$ cat src/core/poecfg_pkg.sv
// constants, state layout and timing tables of the port config block
// assumes a serial bus engine outside drives the byte-wide register port
package poecfg_pkg;
   localparam logic [7:0] ADDR_OPMODE  = 8'h12;
   localparam logic [7:0] ADDR_DISC    = 8'h13;
   localparam logic [7:0] ADDR_DETCLS  = 8'h14;
   localparam logic [7:0] ADDR_TIMING  = 8'h16;
   localparam logic [7:0] ADDR_MISC    = 8'h17;
   localparam logic [7:0] ADDR_RESTART = 8'h18;
   localparam logic [7:0] ADDR_POWER   = 8'h19;
   localparam logic [7:0] ADDR_RESET   = 8'h1A;

   localparam logic [1:0] MODE_SHUTDOWN = 2'h0;
   localparam logic [1:0] MODE_MANUAL   = 2'h1;
   localparam logic [1:0] MODE_SEMIAUTO = 2'h2;
   localparam logic [1:0] MODE_AUTO     = 2'h3;

   localparam int TIM_DISC_LSB  = 0;
   localparam int TIM_OVC_LSB   = 2;
   localparam int TIM_START_LSB = 4;
   localparam int MISC_OSC_MASK = 5;
   localparam int MISC_INT_EN   = 7;
   localparam int RST_ALL       = 4;
   localparam int RST_INT_REL   = 6;
   localparam int RST_CLR_ALL   = 7;

   localparam int SYN_AUTO = 0;
   localparam int SYN_OSC  = 1;
   localparam int SYN_HOLD = 2;
   localparam int SYN_AC   = 6;
   localparam int SYN_OVC  = 10;
   localparam int SYN_W    = 14;

   localparam logic [2:0] LOAD_SETTLE = 3'h4;

   localparam int CLK_PERIOD_NS  = 100;
   localparam int TICK_PERIOD_US = 1000;
   localparam int TICK_CYCLES    = TICK_PERIOD_US * 1000 / CLK_PERIOD_NS;

   // delays in milliseconds, indexed by the 2-bit timing code
   localparam int TIMER_W = 10;
   localparam logic [3:0][9:0] DISC_DELAY_MS  =
      {10'h320, 10'h190, 10'h0C8, 10'h064};
   localparam logic [3:0][9:0] OVC_DELAY_MS   =
      {10'h0C8, 10'h064, 10'h019, 10'h032};
   localparam logic [3:0][9:0] START_DELAY_MS =
      {10'h0C8, 10'h064, 10'h019, 10'h032};

   typedef struct packed {
      logic [SYN_W-1:0]        sync1;
      logic [SYN_W-1:0]        sync2;
      logic [SYN_W-1:0]        sync3;
      logic [SYN_W-1:0]        filt;
      logic                    loading;
      logic [2:0]              settle;
      logic [13:0]             tick_cnt;
      logic                    tick;
      logic [7:0]              mode;
      logic [7:0]              disc_en;
      logic [7:0]              detcls_en;
      logic [5:0]              timing;
      logic                    osc_mask;
      logic                    int_en;
      logic [3:0]              pwr;
      logic [3:0]              starting;
      logic [3:0]              fault_off;
      logic [3:0][TIMER_W-1:0] st_cnt;
      logic [3:0][TIMER_W-1:0] ovc_cnt;
      logic [3:0][TIMER_W-1:0] dis_cnt;
      logic [3:0]              det_run;
      logic [3:0]              cls_run;
      logic [3:0]              det_once;
      logic [3:0]              cls_once;
      logic [3:0]              port_clear;
      logic [3:0]              ovc_fault;
      logic [3:0]              start_fault;
      logic [3:0]              disc_evt;
      logic                    dev_reset;
      logic                    clear_all;
      logic                    osc_flag_set;
      logic                    int_released;
      logic                    int_oe_n;
      logic                    int_out;
      logic [7:0]              rdata;
   } poecfg_state_t;
endpackage : poecfg_pkg

$ cat src/core/poecfg_top.sv
// port configuration and one-shot register logic of a four-port source
// assumes a bus engine on core_clk gives one-cycle reg_write/reg_read
`timescale 1ns/1ps
module poecfg_top #(
   parameter int TICK_CYCLES = poecfg_pkg::TICK_CYCLES
) (
   input  wire logic       core_clk,
   input  wire logic       reset,
   input  wire logic       ce,
   input  wire logic [7:0] reg_addr,
   input  wire logic [7:0] reg_wdata,
   input  wire logic       reg_write,
   input  wire logic       reg_read,
   input  wire logic       auto_start_pin,
   input  wire logic       ac_sense_oscillator_input_fail,
   input  wire logic [3:0] below_minimum_hold_current,
   input  wire logic [3:0] below_minimum_ac_sense_current,
   input  wire logic [3:0] above_overcurrent_threshold,
   input  wire logic [3:0] detect_good,
   input  wire logic       int_request,
   output logic      [7:0] reg_rdata,
   output logic      [3:0] port_power_on,
   output logic      [3:0] detect_enable,
   output logic      [3:0] classify_enable,
   output logic      [3:0] detect_single,
   output logic      [3:0] classify_single,
   output logic      [3:0] port_clear,
   output logic      [3:0] overcurrent_fault,
   output logic      [3:0] startup_fault,
   output logic      [3:0] disconnect_event,
   output logic            device_reset_pulse,
   output logic            event_clear_all,
   output logic            osc_fail_flag_set,
   output logic            alert_response_enable,
   output logic            int_out,
   output logic            int_oe_n
);
   localparam logic [13:0] TICK_LAST = 14'(TICK_CYCLES - 1);

   poecfg_pkg::poecfg_state_t st;
   poecfg_pkg::poecfg_state_t nx;

   function automatic poecfg_pkg::poecfg_state_t reset_state();
      poecfg_pkg::poecfg_state_t r;
      r = '0;
      r.loading  = 1'b1;
      r.osc_mask = 1'b1;
      r.int_en   = 1'b1;
      r.int_oe_n = 1'b1;
      return r;
   endfunction : reset_state

   localparam int SYN_W_L = poecfg_pkg::SYN_W;
   logic [SYN_W_L-1:0] agree;
   logic [7:0]         once_req;
   logic [7:0]         restart_set;
   logic [3:0]         pwr_set;
   logic [3:0]         pwr_clr;
   logic [3:0]         port_rst;
   logic               soft_rst;
   logic               int_rel;
   logic               clr_all;
   logic               auto_lvl;
   logic [3:0]         hold_low;
   logic [3:0]         ac_low;
   logic [3:0]         ovc_hi;
   logic [1:0]         m;
   logic [1:0]         nm;
   logic               refuse;
   logic               kill;
   logic               sense_en;
   logic               present;
   logic [9:0]         dis_lim;
   logic [9:0]         ovc_lim;
   logic [9:0]         start_lim;

   always_comb begin
      nx = st;
      once_req = 8'h00;
      restart_set = 8'h00;
      pwr_set = 4'h0;
      pwr_clr = 4'h0;
      port_rst = 4'h0;
      soft_rst = 1'b0;
      int_rel = 1'b0;
      clr_all = 1'b0;
      m = 2'h0;
      nm = 2'h0;
      refuse = 1'b0;
      kill = 1'b0;
      sense_en = 1'b0;
      present = 1'b0;
      nx.det_once = 4'h0;
      nx.cls_once = 4'h0;
      nx.port_clear = 4'h0;
      nx.ovc_fault = 4'h0;
      nx.start_fault = 4'h0;
      nx.disc_evt = 4'h0;
      nx.dev_reset = 1'b0;
      nx.clear_all = 1'b0;
      nx.tick = 1'b0;
      // three-stage capture; value changes once stages two and three agree
      nx.sync1 = {above_overcurrent_threshold, below_minimum_ac_sense_current,
                  below_minimum_hold_current, ac_sense_oscillator_input_fail,
                  auto_start_pin};
      nx.sync2 = st.sync1;
      nx.sync3 = st.sync2;
      agree = ~(st.sync2 ^ st.sync3);
      nx.filt = (st.filt & ~agree) | (st.sync2 & agree);
      auto_lvl = st.filt[poecfg_pkg::SYN_AUTO];
      hold_low = st.filt[poecfg_pkg::SYN_HOLD +: 4];
      ac_low = st.filt[poecfg_pkg::SYN_AC +: 4];
      ovc_hi = st.filt[poecfg_pkg::SYN_OVC +: 4];
      dis_lim = poecfg_pkg::DISC_DELAY_MS[st.timing[1:0]];
      ovc_lim = poecfg_pkg::OVC_DELAY_MS[st.timing[3:2]];
      start_lim = poecfg_pkg::START_DELAY_MS[st.timing[5:4]];

      if (st.tick_cnt == TICK_LAST) begin
         nx.tick_cnt = 14'h0000;
         nx.tick = 1'b1;
      end else begin
         nx.tick_cnt = st.tick_cnt + 14'h0001;
      end

      // strap load once the capture stages hold the pin level
      if (st.loading) begin
         if (st.settle == poecfg_pkg::LOAD_SETTLE) begin
            nx.loading = 1'b0;
            nx.mode = {8{auto_lvl}};
            nx.detcls_en = {8{auto_lvl}};
            nx.disc_en = {4'h0, {4{auto_lvl}}};
         end else begin
            nx.settle = st.settle + 3'h1;
         end
      end

      if (reg_write) begin
         case (reg_addr)
            poecfg_pkg::ADDR_OPMODE: nx.mode = reg_wdata;
            poecfg_pkg::ADDR_DISC: nx.disc_en = reg_wdata;
            poecfg_pkg::ADDR_DETCLS: begin
               nx.detcls_en = reg_wdata;
               once_req = reg_wdata;
            end
            poecfg_pkg::ADDR_TIMING: nx.timing = reg_wdata[5:0];
            poecfg_pkg::ADDR_MISC: begin
               nx.osc_mask = reg_wdata[poecfg_pkg::MISC_OSC_MASK];
               nx.int_en = reg_wdata[poecfg_pkg::MISC_INT_EN];
            end
            poecfg_pkg::ADDR_RESTART: begin
               once_req = reg_wdata;
               restart_set = reg_wdata;
            end
            poecfg_pkg::ADDR_POWER: begin
               pwr_set = reg_wdata[3:0];
               pwr_clr = reg_wdata[7:4];
            end
            poecfg_pkg::ADDR_RESET: begin
               port_rst = reg_wdata[3:0];
               soft_rst = reg_wdata[poecfg_pkg::RST_ALL];
               int_rel = reg_wdata[poecfg_pkg::RST_INT_REL];
               clr_all = reg_wdata[poecfg_pkg::RST_CLR_ALL];
            end
            default: ;
         endcase
      end

      if (reg_read) begin
         case (reg_addr)
            poecfg_pkg::ADDR_OPMODE: nx.rdata = st.mode;
            poecfg_pkg::ADDR_DISC: nx.rdata = st.disc_en;
            poecfg_pkg::ADDR_DETCLS: nx.rdata = st.detcls_en;
            poecfg_pkg::ADDR_TIMING: nx.rdata = {2'h0, st.timing};
            poecfg_pkg::ADDR_MISC:
               nx.rdata = {st.int_en, 1'b0, st.osc_mask, 5'h00};
            default: nx.rdata = 8'h00;
         endcase
      end

      for (int i = 0; i < 4; i++) begin
         m = st.mode[2*i +: 2];
         nm = nx.mode[2*i +: 2];
         kill = 1'b0;
         // one shot cycles for manual ports only
         if (m == poecfg_pkg::MODE_MANUAL) begin
            nx.det_once[i] = once_req[i];
            nx.cls_once[i] = once_req[i+4];
         end
         if (m == poecfg_pkg::MODE_AUTO || m == poecfg_pkg::MODE_SEMIAUTO) begin
            if (restart_set[i]) begin
               nx.detcls_en[i] = 1'b1;
            end
            if (restart_set[i+4]) begin
               nx.detcls_en[i+4] = 1'b1;
            end
         end

         refuse = st.fault_off[i] && (st.ovc_cnt[i] != '0);
         if (st.fault_off[i] && st.ovc_cnt[i] == '0) begin
            nx.fault_off[i] = 1'b0;
         end
         if (nm != poecfg_pkg::MODE_SHUTDOWN && !refuse && !st.pwr[i] &&
             (pwr_set[i] || (m == poecfg_pkg::MODE_AUTO &&
                             detect_good[i]))) begin
            nx.pwr[i] = 1'b1;
            nx.starting[i] = 1'b1;
            nx.st_cnt[i] = '0;
            nx.dis_cnt[i] = '0;
         end

         // overcurrent timer also counts back down while the port is off
         if (st.tick && st.pwr[i]) begin
            if (st.starting[i]) begin
               if (!ovc_hi[i]) begin
                  nx.starting[i] = 1'b0;
               end else if (st.st_cnt[i] == start_lim - 10'h001) begin
                  kill = 1'b1;
                  nx.start_fault[i] = 1'b1;
                  nx.fault_off[i] = 1'b1;
                  nx.ovc_cnt[i] = ovc_lim;
               end else begin
                  nx.st_cnt[i] = st.st_cnt[i] + 10'h001;
               end
            end else if (ovc_hi[i]) begin
               if (st.ovc_cnt[i] >= ovc_lim - 10'h001) begin
                  kill = 1'b1;
                  nx.ovc_fault[i] = 1'b1;
                  nx.fault_off[i] = 1'b1;
                  nx.ovc_cnt[i] = ovc_lim;
               end else begin
                  nx.ovc_cnt[i] = st.ovc_cnt[i] + 10'h001;
               end
            end else if (st.ovc_cnt[i] != '0) begin
               nx.ovc_cnt[i] = st.ovc_cnt[i] - 10'h001;
            end
         end else if (st.tick && st.ovc_cnt[i] != '0) begin
            nx.ovc_cnt[i] = st.ovc_cnt[i] - 10'h001;
         end

         sense_en = st.disc_en[i] || st.disc_en[i+4];
         present = (st.disc_en[i] && !hold_low[i]) ||
                   (st.disc_en[i+4] && !ac_low[i]);
         if (!sense_en || present) begin
            nx.dis_cnt[i] = '0;
         end else if (st.tick && st.pwr[i]) begin
            if (st.dis_cnt[i] == dis_lim - 10'h001) begin
               kill = 1'b1;
               nx.disc_evt[i] = 1'b1;
            end else begin
               nx.dis_cnt[i] = st.dis_cnt[i] + 10'h001;
            end
         end

         if (kill || pwr_clr[i] || port_rst[i] ||
             nm == poecfg_pkg::MODE_SHUTDOWN) begin
            nx.pwr[i] = 1'b0;
            nx.starting[i] = 1'b0;
            nx.dis_cnt[i] = '0;
         end
         if (pwr_clr[i] || port_rst[i] || nm == poecfg_pkg::MODE_SHUTDOWN) begin
            nx.detcls_en[i] = 1'b0;
            nx.detcls_en[i+4] = 1'b0;
            nx.det_once[i] = 1'b0;
            nx.cls_once[i] = 1'b0;
            nx.port_clear[i] = 1'b1;
         end
         nx.det_run[i] = nx.detcls_en[i] && nm[1];
         nx.cls_run[i] = nx.detcls_en[i+4] && nm[1];
      end

      nx.osc_flag_set = st.filt[poecfg_pkg::SYN_OSC] && st.osc_mask;
      nx.clear_all = clr_all;
      if (int_rel || clr_all) begin
         nx.int_released = 1'b1;
      end else if (!int_request) begin
         nx.int_released = 1'b0;
      end
      nx.int_oe_n = !(nx.int_en && int_request && !nx.int_released);
      nx.int_out = 1'b0;

      if (soft_rst) begin
         nx = reset_state();
         nx.sync1 = st.sync1;
         nx.sync2 = st.sync2;
         nx.sync3 = st.sync3;
         nx.filt = st.filt;
         nx.dev_reset = 1'b1;
         nx.clear_all = clr_all;
      end
   end

   always_ff @(posedge core_clk) begin
      if (reset) begin
         st <= reset_state();
      end else if (ce) begin
         st <= nx;
      end
   end

   assign reg_rdata = st.rdata;
   assign port_power_on = st.pwr;
   assign detect_enable = st.det_run;
   assign classify_enable = st.cls_run;
   assign detect_single = st.det_once;
   assign classify_single = st.cls_once;
   assign port_clear = st.port_clear;
   assign overcurrent_fault = st.ovc_fault;
   assign startup_fault = st.start_fault;
   assign disconnect_event = st.disc_evt;
   assign device_reset_pulse = st.dev_reset;
   assign event_clear_all = st.clear_all;
   assign osc_fail_flag_set = st.osc_flag_set;
   assign alert_response_enable = st.int_en;
   assign int_out = st.int_out;
   assign int_oe_n = st.int_oe_n;

   logic wr_restart;
   logic wr_power;
   logic wr_reset;
   logic refuse0;
   assign wr_restart = reg_write && reg_addr == poecfg_pkg::ADDR_RESTART;
   assign wr_power = reg_write && reg_addr == poecfg_pkg::ADDR_POWER;
   assign wr_reset = reg_write && reg_addr == poecfg_pkg::ADDR_RESET;
   assign refuse0 = st.fault_off[0] && st.ovc_cnt[0] != '0;
endmodule : poecfg_top

$ cat config.mk
export PLATFORM = sky130hd
export DESIGN_NAME = poecfg_top
export DESIGN_NICKNAME = d
export VERILOG_FILES = /design/src/core/poecfg_pkg.sv /design/src/core/poecfg_top.sv
export SDC_FILE = /design/constraint.sdc
export NUM_CORES = 1
export LEC_CHECK = 0
export ABC_AREA = 1
export BUFFER_PORTS_ARGS = -buffer_cell sky130_fd_sc_hd__buf_2
export CAP_MARGIN = 20
export CORE_ASPECT_RATIO = 1.1
export CORE_MARGIN = 2
export CORE_UTILIZATION = 30
export DETAILED_ROUTE_END_ITERATION = 7
export GPL_ROUTABILITY_DRIVEN = 0
export PLACE_DENSITY = 0.52
export SYNTH_ARGS = -nofsm -noshare
export SYNTH_HDL_FRONTEND = slang
export SYNTH_SLANG_ARGS = --single-unit
$ cat constraint.sdc
create_clock -name core_clk -period 7.7 [get_ports core_clk]
set_input_delay 0.385 -clock core_clk [delete_from_list [all_inputs] [get_ports core_clk]]
set_output_delay 0.385 -clock core_clk [all_outputs]
set_load 0.03 [all_outputs]
==> results.txt, run 1 <==
- The flow ran to the end, and the final reports show no timing, DRC or antenna violations.
- Across the whole layout, storage elements account for 5685 um^2.
- Average via count per standard cell: 5.022
* Pwr Density: 161.2 nW/um^2
* Count of endpoints failing hold in the final timing report: 0
- IO buf count: 88
* Area share of the largest cell type after synthesis: 29.54%
* Largest area contributor in the synthesized netlist: dfxtp_1
- Area added between synthesis and finish: 9.899%
- The share of total power dissipated in combinational logic is 4.7%.
* Post-route insts no fill: 3930
- TritonCTS built the clock tree.
- TritonCTS created 36 clock buffers.
- Setup slack closes at 3.547 ns.
- Count of pins on the block boundary: 90
- Insertion delay to the later sink of the worst-skew pair: 0.56 ns
* IR Drop Worst-Case VDD: 0.0001528 V
- The worst path needs 4.153 ns of the cycle, external delays included.
- Critical path type: reg2reg
* Sequential share of power: 44.0%
- Counting distinct cell types in the post-synthesis netlist gives 63.
* Final Hold Slack: 0.08532 ns
- The die covers 66210 um^2.
- Pre-Repair DR Iteration Count: 5
* Element type at the critical path start: register
- Setup total negative slack on the finished layout was measured at 0 ns.
* DIE HEIGHT: 269.7 um
- Broken down by cell family, the worst path's largest delay share belongs to simple AND/OR/NAND/NOR gates.
* Count of flip-flops with a built-in enable after synthesis: 0
- Fin crit share: 53.93%
* Unrepaired setup endpoints after global routing: false
* Predominant post-synthesis flop cell: dfxtp_1
- Summing every instance area after synthesis gives 19250 um^2.
* Final-report max-slew violation count: 0
- The largest single stage delay on the critical path is 0.76 ns.
* Number of routed nets with antenna violations: 0
- In this run the static leakage power is 8.496 nW.
* Vias: 19.74k
- Clock sink count: 284
- Hold Path Class: in2reg
* Internal Power: 2.570 mW
* Starting utilization of the core area: 30.27%
- The clock passes through at most 3 buffers.
- The first global-routing pass estimated 103400 um of wire.
- Antenna diode count: 0
- Synthesis inferred 284 register bits.
* Final design utilization: 33.27%
- In this run the worst path has a maximum fanout of 16.
* Max-cap check violation count: 0
* Post-CTS setup buffer count: 0
- Vias in the first global route: 18.21k
- For this run, the total global-route usage over all layers was measured as 19.45%.
- Setup violations remaining at the end of the flow were counted as 0.
- Clock root buffer: clkbuf_16
- Area of combinational cells with multiple inputs: 11400 um^2
- Largest net degree at the start of global routing: 111
- Fillcell total: 7216
- The final layout contains routed wiring with a total length of 66000 um.
* Detail-routed net length per standard cell: 16.79 um
* Post-route DRC: 0
- CP dominant cell by count: nand2_1
* Total congestion overflow after global routing: 0
* Arrival time of data at the critical path endpoint: 4.64 ns
- Worst path cell trace: inv_1, nor2_1, inv_1, ha_1, ha_1, o21ai_0, nand2_1, nand3_1, nand3_1, nand2_1, nand2_1, nand2_1, nand2_2, nor2_4, nand3_1, a21oi_1
* Clock group share of total power: 51.3%
* CTS clk-pin slew, worst paths: 0.06 ns
- Synthesized area divided by synthesized cell count: 6.218 um^2
- For the worst setup path, the data required time is 8.18 ns.
- Count of hold buffers inserted by post-cts repair: 0
- Ys async rst share: 0%
* Antenna violations before repair: 0
- Net switching component of the power: 0.8396 mW
- OpenSTA, run right after detailed placement, puts the worst setup slack at 3.607 ns.
* Top cells by count, synth: nand2_1 (845), inv_1 (316), nor2_1 (311)
* DP HPWL: 46790 um
* Total Power: 3.410 mW
* Setup skew after layout: 0.02039 ns
* Highest-delay cell along the critical path: dfxtp_1
- The net count of the finished layout is 3166.
- Post-synthesis instance total: 3096
* Most frequent cell after synthesis: nand2_1
- In this run the cell area measured after placement is 19930 um^2.
- Die X: 245.5 um
- Once layout is done, the placed cells without fillers occupy 21160 um^2.
* Pin slew with the least headroom to its limit: 0.8663 ns
- Headroom to the max-slew limit came out at 42.03%.
- In this run switching power makes up 24.62% of total power.
- The post-route netlist has 7.608% of its cells at a drive strength greater than 1.
- Total number of placement rows: 97
* Worst path buffer plus inverter count: 2
- Number of instances in the placed design: 3866
- The core region is 63600 um^2.
- The Yosys step of the flow raised 0 warnings.
- CTS built an H-tree with a depth of 2.
- Number of instances resized during post-cts repair: 0
* Endpoint type of the worst setup path: register
- Detailed router's first-iteration violation count: 1576
- Sequential fraction of the synthesis area: 29.54%
* Fmax achieved: 240.8 MHz
* Leading cell types by total area after synthesis: dfxtp_1 (30%), nand2_1 (16%), a21oi_1 (7.7%)
==> power by group through the flow <==
stage	Sequential (mW)	Combinational, mW	Clock, mW
final	1.50	0.159	1.75
after global routing	1.50	0.176	1.85
after CTS	1.50	0.161	1.80
after detailed placement	1.53	0.160	0
after global placement	1.53	0.160	0
after floorplan	1.53	0.106	0
==> worst min-delay path: cells and delay by family <==
family	cells	cell delay, ns
AO/OA/AOI/OAI	1	0.07
buffers and inverters	1	0.07
AND/OR/NAND/NOR	1	0.07
==> path summary, 6_finish.rpt <==
path / start / to / slack, ns / depth (start not counted)
hold / removal: ac_sense_oscillator_input_fail / st[272] / 0.09 / 3
setup reg to reg: st[182] / st[56] / 3.55 / 16
setup / recovery: st[182] / st[56] / 3.55 / 16
hold reg to reg: st[227] / st[227] / 0.46 / 1
==> cell usage in the layout, fill, tap and decap left out, types with 8 or more instances in the layout <==
cell / n
a21oi_1: 296
a221oi_1: 9
buf_2: 87
buf_4: 13
clkbuf_16: 36
clkbuf_8: 10
clkinv_2: 8
conb_1: 9
dfxtp_1: 284
ha_1: 62
inv_1: 314
inv_2: 9
nand2_1: 845
nand2_2: 15
nand3_1: 238
nand3b_1: 13
nand4_1: 47
nor2_1: 311
nor3_1: 29
o211ai_1: 27
o21a_1: 8
o21ai_0: 207
o21ai_1: 8
o21bai_1: 9
o22ai_1: 33
xnor2_1: 8
xor2_1: 46
==> per-layer routing <==
layer | routed length (um) | vias to the layer above | part of all wire [%] | global-route usage, %
li1 | - | 10030 | - | -
met1 | 29950 | 9125 | 45 | 25.50
met2 | 31030 | 466 | 47 | 32.91
met3 | 3088 | 117 | 4.7 | 2.588
met4 | 1935 | 0 | 2.9 | 5.981
met5 | 0 | - | 0 | 0
==> sequential cells by signal, summed over array words and instances, names as in the netlist, named ones only <==
register and count:
st 219, reg_rdata 8, classify_enable 4, classify_single 4, detect_enable 4, detect_single 4
disconnect_event 4, overcurrent_fault 4, port_clear 4, port_power_on 4, startup_fault 4, m 2
alert_response_enable 1, device_reset_pulse 1, event_clear_all 1, int_oe_n 1, osc_fail_flag_set 1
==> logic make-up (layout without fill, tap and decap cells) <==
kind of cell | Yosys count | count (layout) | synth area share [%]
flip-flops | 284 | 284 | 29.54
AND/OR/NAND/NOR | 1543 | 1543 | 34.05
adder cells (fa/ha/maj) | 62 | 62 | 4.030
other | 2 | 9 | 0.03901
multiplexers | 1 | 1 | 0.05849
buffers and inverters | 510 | 496 | 11.37
XOR/XNOR | 54 | 54 | 2.457
AO/OA/AOI/OAI | 640 | 640 | 18.46
==> final cells by class <==
type | count | area share [%]
Clock buffer | 48 | 4.897
Sequential cell | 284 | 26.87
Inverter | 331 | 5.897
Clock inverter | 15 | 0.8044
Tap cell | 841 | 4.974
Timing Repair Buffer | 102 | 2.656
Multi-Input combinational cell | 2309 | 53.90
No activity file was read; power rests on OpenSTA's default activity.
==> inputs of run 2 (changes only) <==
clock period = 4.3 ns   (was 7.7 ns; I/O delays follow)
==> run 2 against run 1 <==
Via count fell by 0.23%. Cell count rose by 0.79%. Critical path depth did not move. Core utilization rose by 0.50 points. Global-route usage barely moved. Sequential share of layout area fell by 0.40 points. Clock-buffer cell count fell by 2. Clock power rose by 79%. Register-to-register slack got worse by 2.8 ns. Flip-flop and latch count did not move. Critical path type unchanged.
==> results.txt, run 2 (synthesis gave the netlist of run 1 again) <==
- Run status: finished clean
* DIE HEIGHT: 269.7 um
* Leakage power: 8.655 nW
- Clock sink count: 284
* Register bank with the most flops: st
- Highest-delay cell along the critical path: dfxtp_1
- Final Hold Slack: 0.06671 ns
* DP HPWL: 47370 um
- TritonCTS built the clock tree.
- Antenna violations before repair: 0
- Summed over all layers, the routed wires come to 65910 um.
- CTS clk-pin slew, worst paths: 0.06 ns
* Area added between synthesis and finish: 11.55%
- Critical path type: reg2reg
* Average via count per standard cell: 4.971
* GRT Resource Usage Total: 19.50%
* Pin slew with the least headroom to its limit: 0.8961 ns
* Unrepaired setup endpoints after global routing: false
- Element type at the critical path start: register
* Final-report max-slew violation count: 0
- The library cell used most frequently in the layout, excluding fill and tap cells, is nand2_1.
- Max-cap check violation count: 0
* IR Drop Worst-Case VDD: 0.0002659 V
* Fmax achieved: 280.3 MHz
* Worst path cell trace: inv_1, nor2_1, inv_1, ha_1, ha_1, o21ai_0, nand2_1, nand3_1, nand3_1, nand2_1, nand2_1, nand2_1, nand2_2, nor2_4, nand3_1, a21oi_1
- Sequential share of power: 43.9%
* Area enclosed by the die boundary: 66210 um^2
* Clock root buffer: clkbuf_16
- The clock network is responsible for 51.1% of the overall power.
- Final design utilization: 33.76%
- Maximum single-stage delay on the critical path: 0.54 ns
- For this design the total switching power over the nets is 1.477 mW.
- Pre-Repair DR Iteration Count: 6
- H-tree lvl count: 2
* Number of instances in the placed design: 3886
- Net count reported at finish: 3201
- Most frequent cells in the layout: nand2_1 (845), inv_1 (314), nor2_1 (311), a21oi_1 (296), dfxtp_1 (284)
* Endpoint type of the worst setup path: register
- Cells with a size suffix above 1 make up 7.981% of the layout.
- For this design the top-level I/O count stands at 90.
* Max Fanout on Critical Path: 12
* Pwr Density: 284.7 nW/um^2
- Vias: 19.69k
- Dividing the detail-routed wire length by the instance count gives 16.64 um.
* Number of instances resized during post-cts repair: 0
- TritonCTS Buffers: 36
- Combinational cells account for 4.9% of the total power.
* Starting utilization of the core area: 30.27%
- Relative slew slack: 40.19%
- Setup violations remaining at the end of the flow were counted as 0.
- Hold Path Class: in2reg
* Fin crit share: 82.97%
* Wire length of the first global-routing pass: 104200 um
- Register cell area after layout: 5685 um^2
* Setup skew after layout: 0.01611 ns
* Number of flip-flops under the largest register name: 219
* Area of combinational cells with multiple inputs: 11400 um^2
- Post-route DRC: 0
* Required @ worst endpoint: 4.77 ns
- IO buf count: 88
* Die X: 245.5 um
* CP dominant cell by count: nand2_1
* Top cell family by delay on the critical path: simple AND/OR/NAND/NOR gates
- In this run, the number of DRC markers left after iteration 0 of detailed routing was 1327.
* Internal Power: 4.637 mW
* Core Area: 63600 um^2
- Antenna diode count: 0
- Fraction of power spent switching nets: 24.16%
- Total number of placement rows: 97
* Total Power: 6.114 mW
* Fillcell total: 7214
- The number of hold violations in the final report came to 0.
- Entering global routing, the biggest net connects 132 pins.
- The detail route stage leaves a number of antenna-violating nets equal to 0.
- The later pin in the worst-skew pair is clocked with a latency of 0.55 ns.
- Clock period minus final worst setup slack: 3.568 ns
- Buffers from clock root to sink, at most: 3
* Vias in the first global route: 18.54k
- Total congestion overflow after global routing: 0
- The critical path contains buffers and inverters numbering 2 combined.
- Summed over all failing endpoints, the final setup total negative slack is 0 ns.
- The count of cells in the finished layout, fillers not included, comes to 3961.
* Arrival time of data at the critical path endpoint: 4.03 ns
==> run 2: changes by cell type in the layout (fill, tap and decap cells not counted), moves of 3 or more <==
| cell | before | now |
|---|---|---|
| buf_4 | 13 | 30 |
| clkinv_2 | 8 | 4 |
| clkbuf_8 | 10 | 6 |
| dlygate4sd3_1 | 0 | 16 |
| buf_12 | 0 | 3 |
==> run 2: power groups by stage <==
stage | registers, mW | logic (mW) | clock network, mW
after floorplan | 2.74 | 0.190 | 0
after global placement | 2.74 | 0.292 | 0
after detailed placement | 2.74 | 0.292 | 0
after CTS | 2.69 | 0.304 | 3.22
after global routing | 2.69 | 0.335 | 3.31
final | 2.69 | 0.301 | 3.13
==> run 2: final timing paths <==
check	cells after the start	end	from	slack, ns
min reg2reg	1	st[227]	st[227]	0.45
min	3	st[196]	reg_wdata[2]	0.07
max	16	st[56]	st[182]	0.73
max reg2reg	16	st[56]	st[182]	0.73
==> run 2: cell type report <==
| type | count | area share (%) |
|---|---|---|
| timing repair buffer | 137 | 4.166 |
| clock buffer | 46 | 4.702 |
| sequential | 284 | 26.48 |
| tap | 841 | 4.900 |
| clock inverter | 13 | 0.8449 |
| multi-input combinational | 2309 | 53.10 |
| inverter | 331 | 5.809 |
==> run 2: worst min-delay path: stages <==
cell	delay [ns]
buf_2	0.13
o211ai_1	0.11
a21oi_1	0.12
==> run 2: stage by stage <==
stage | worst slack (ns) | cell area (um^2)
2_1_floorplan | 1.614 | 19280
3_3_place_gp | 0.9782 | 20120
3_5_place_dp | 0.8503 | 20120
4_1_cts | 0.8123 | 21470
5_1_grt | 0.2790 | 21470
6_report | 0.7324 | 21470
==> run 2: layer usage <==
metal,routed length (um),share of wire (%),up-vias,GRT usage [%]
li1,-,-,10090,-
met1,29520,45,8962,25.06
met2,31150,47,510,33.36
met3,2984,4.5,127,2.269
met4,2258,3.4,0,7.002
met5,0,0,-,0
==> run 2: what timing repair did <==
action / in CTS / in global routing
hold buffers: 16 / 0
hold endpoints to repair: 16 / 0
setup buffers: 0 / 0
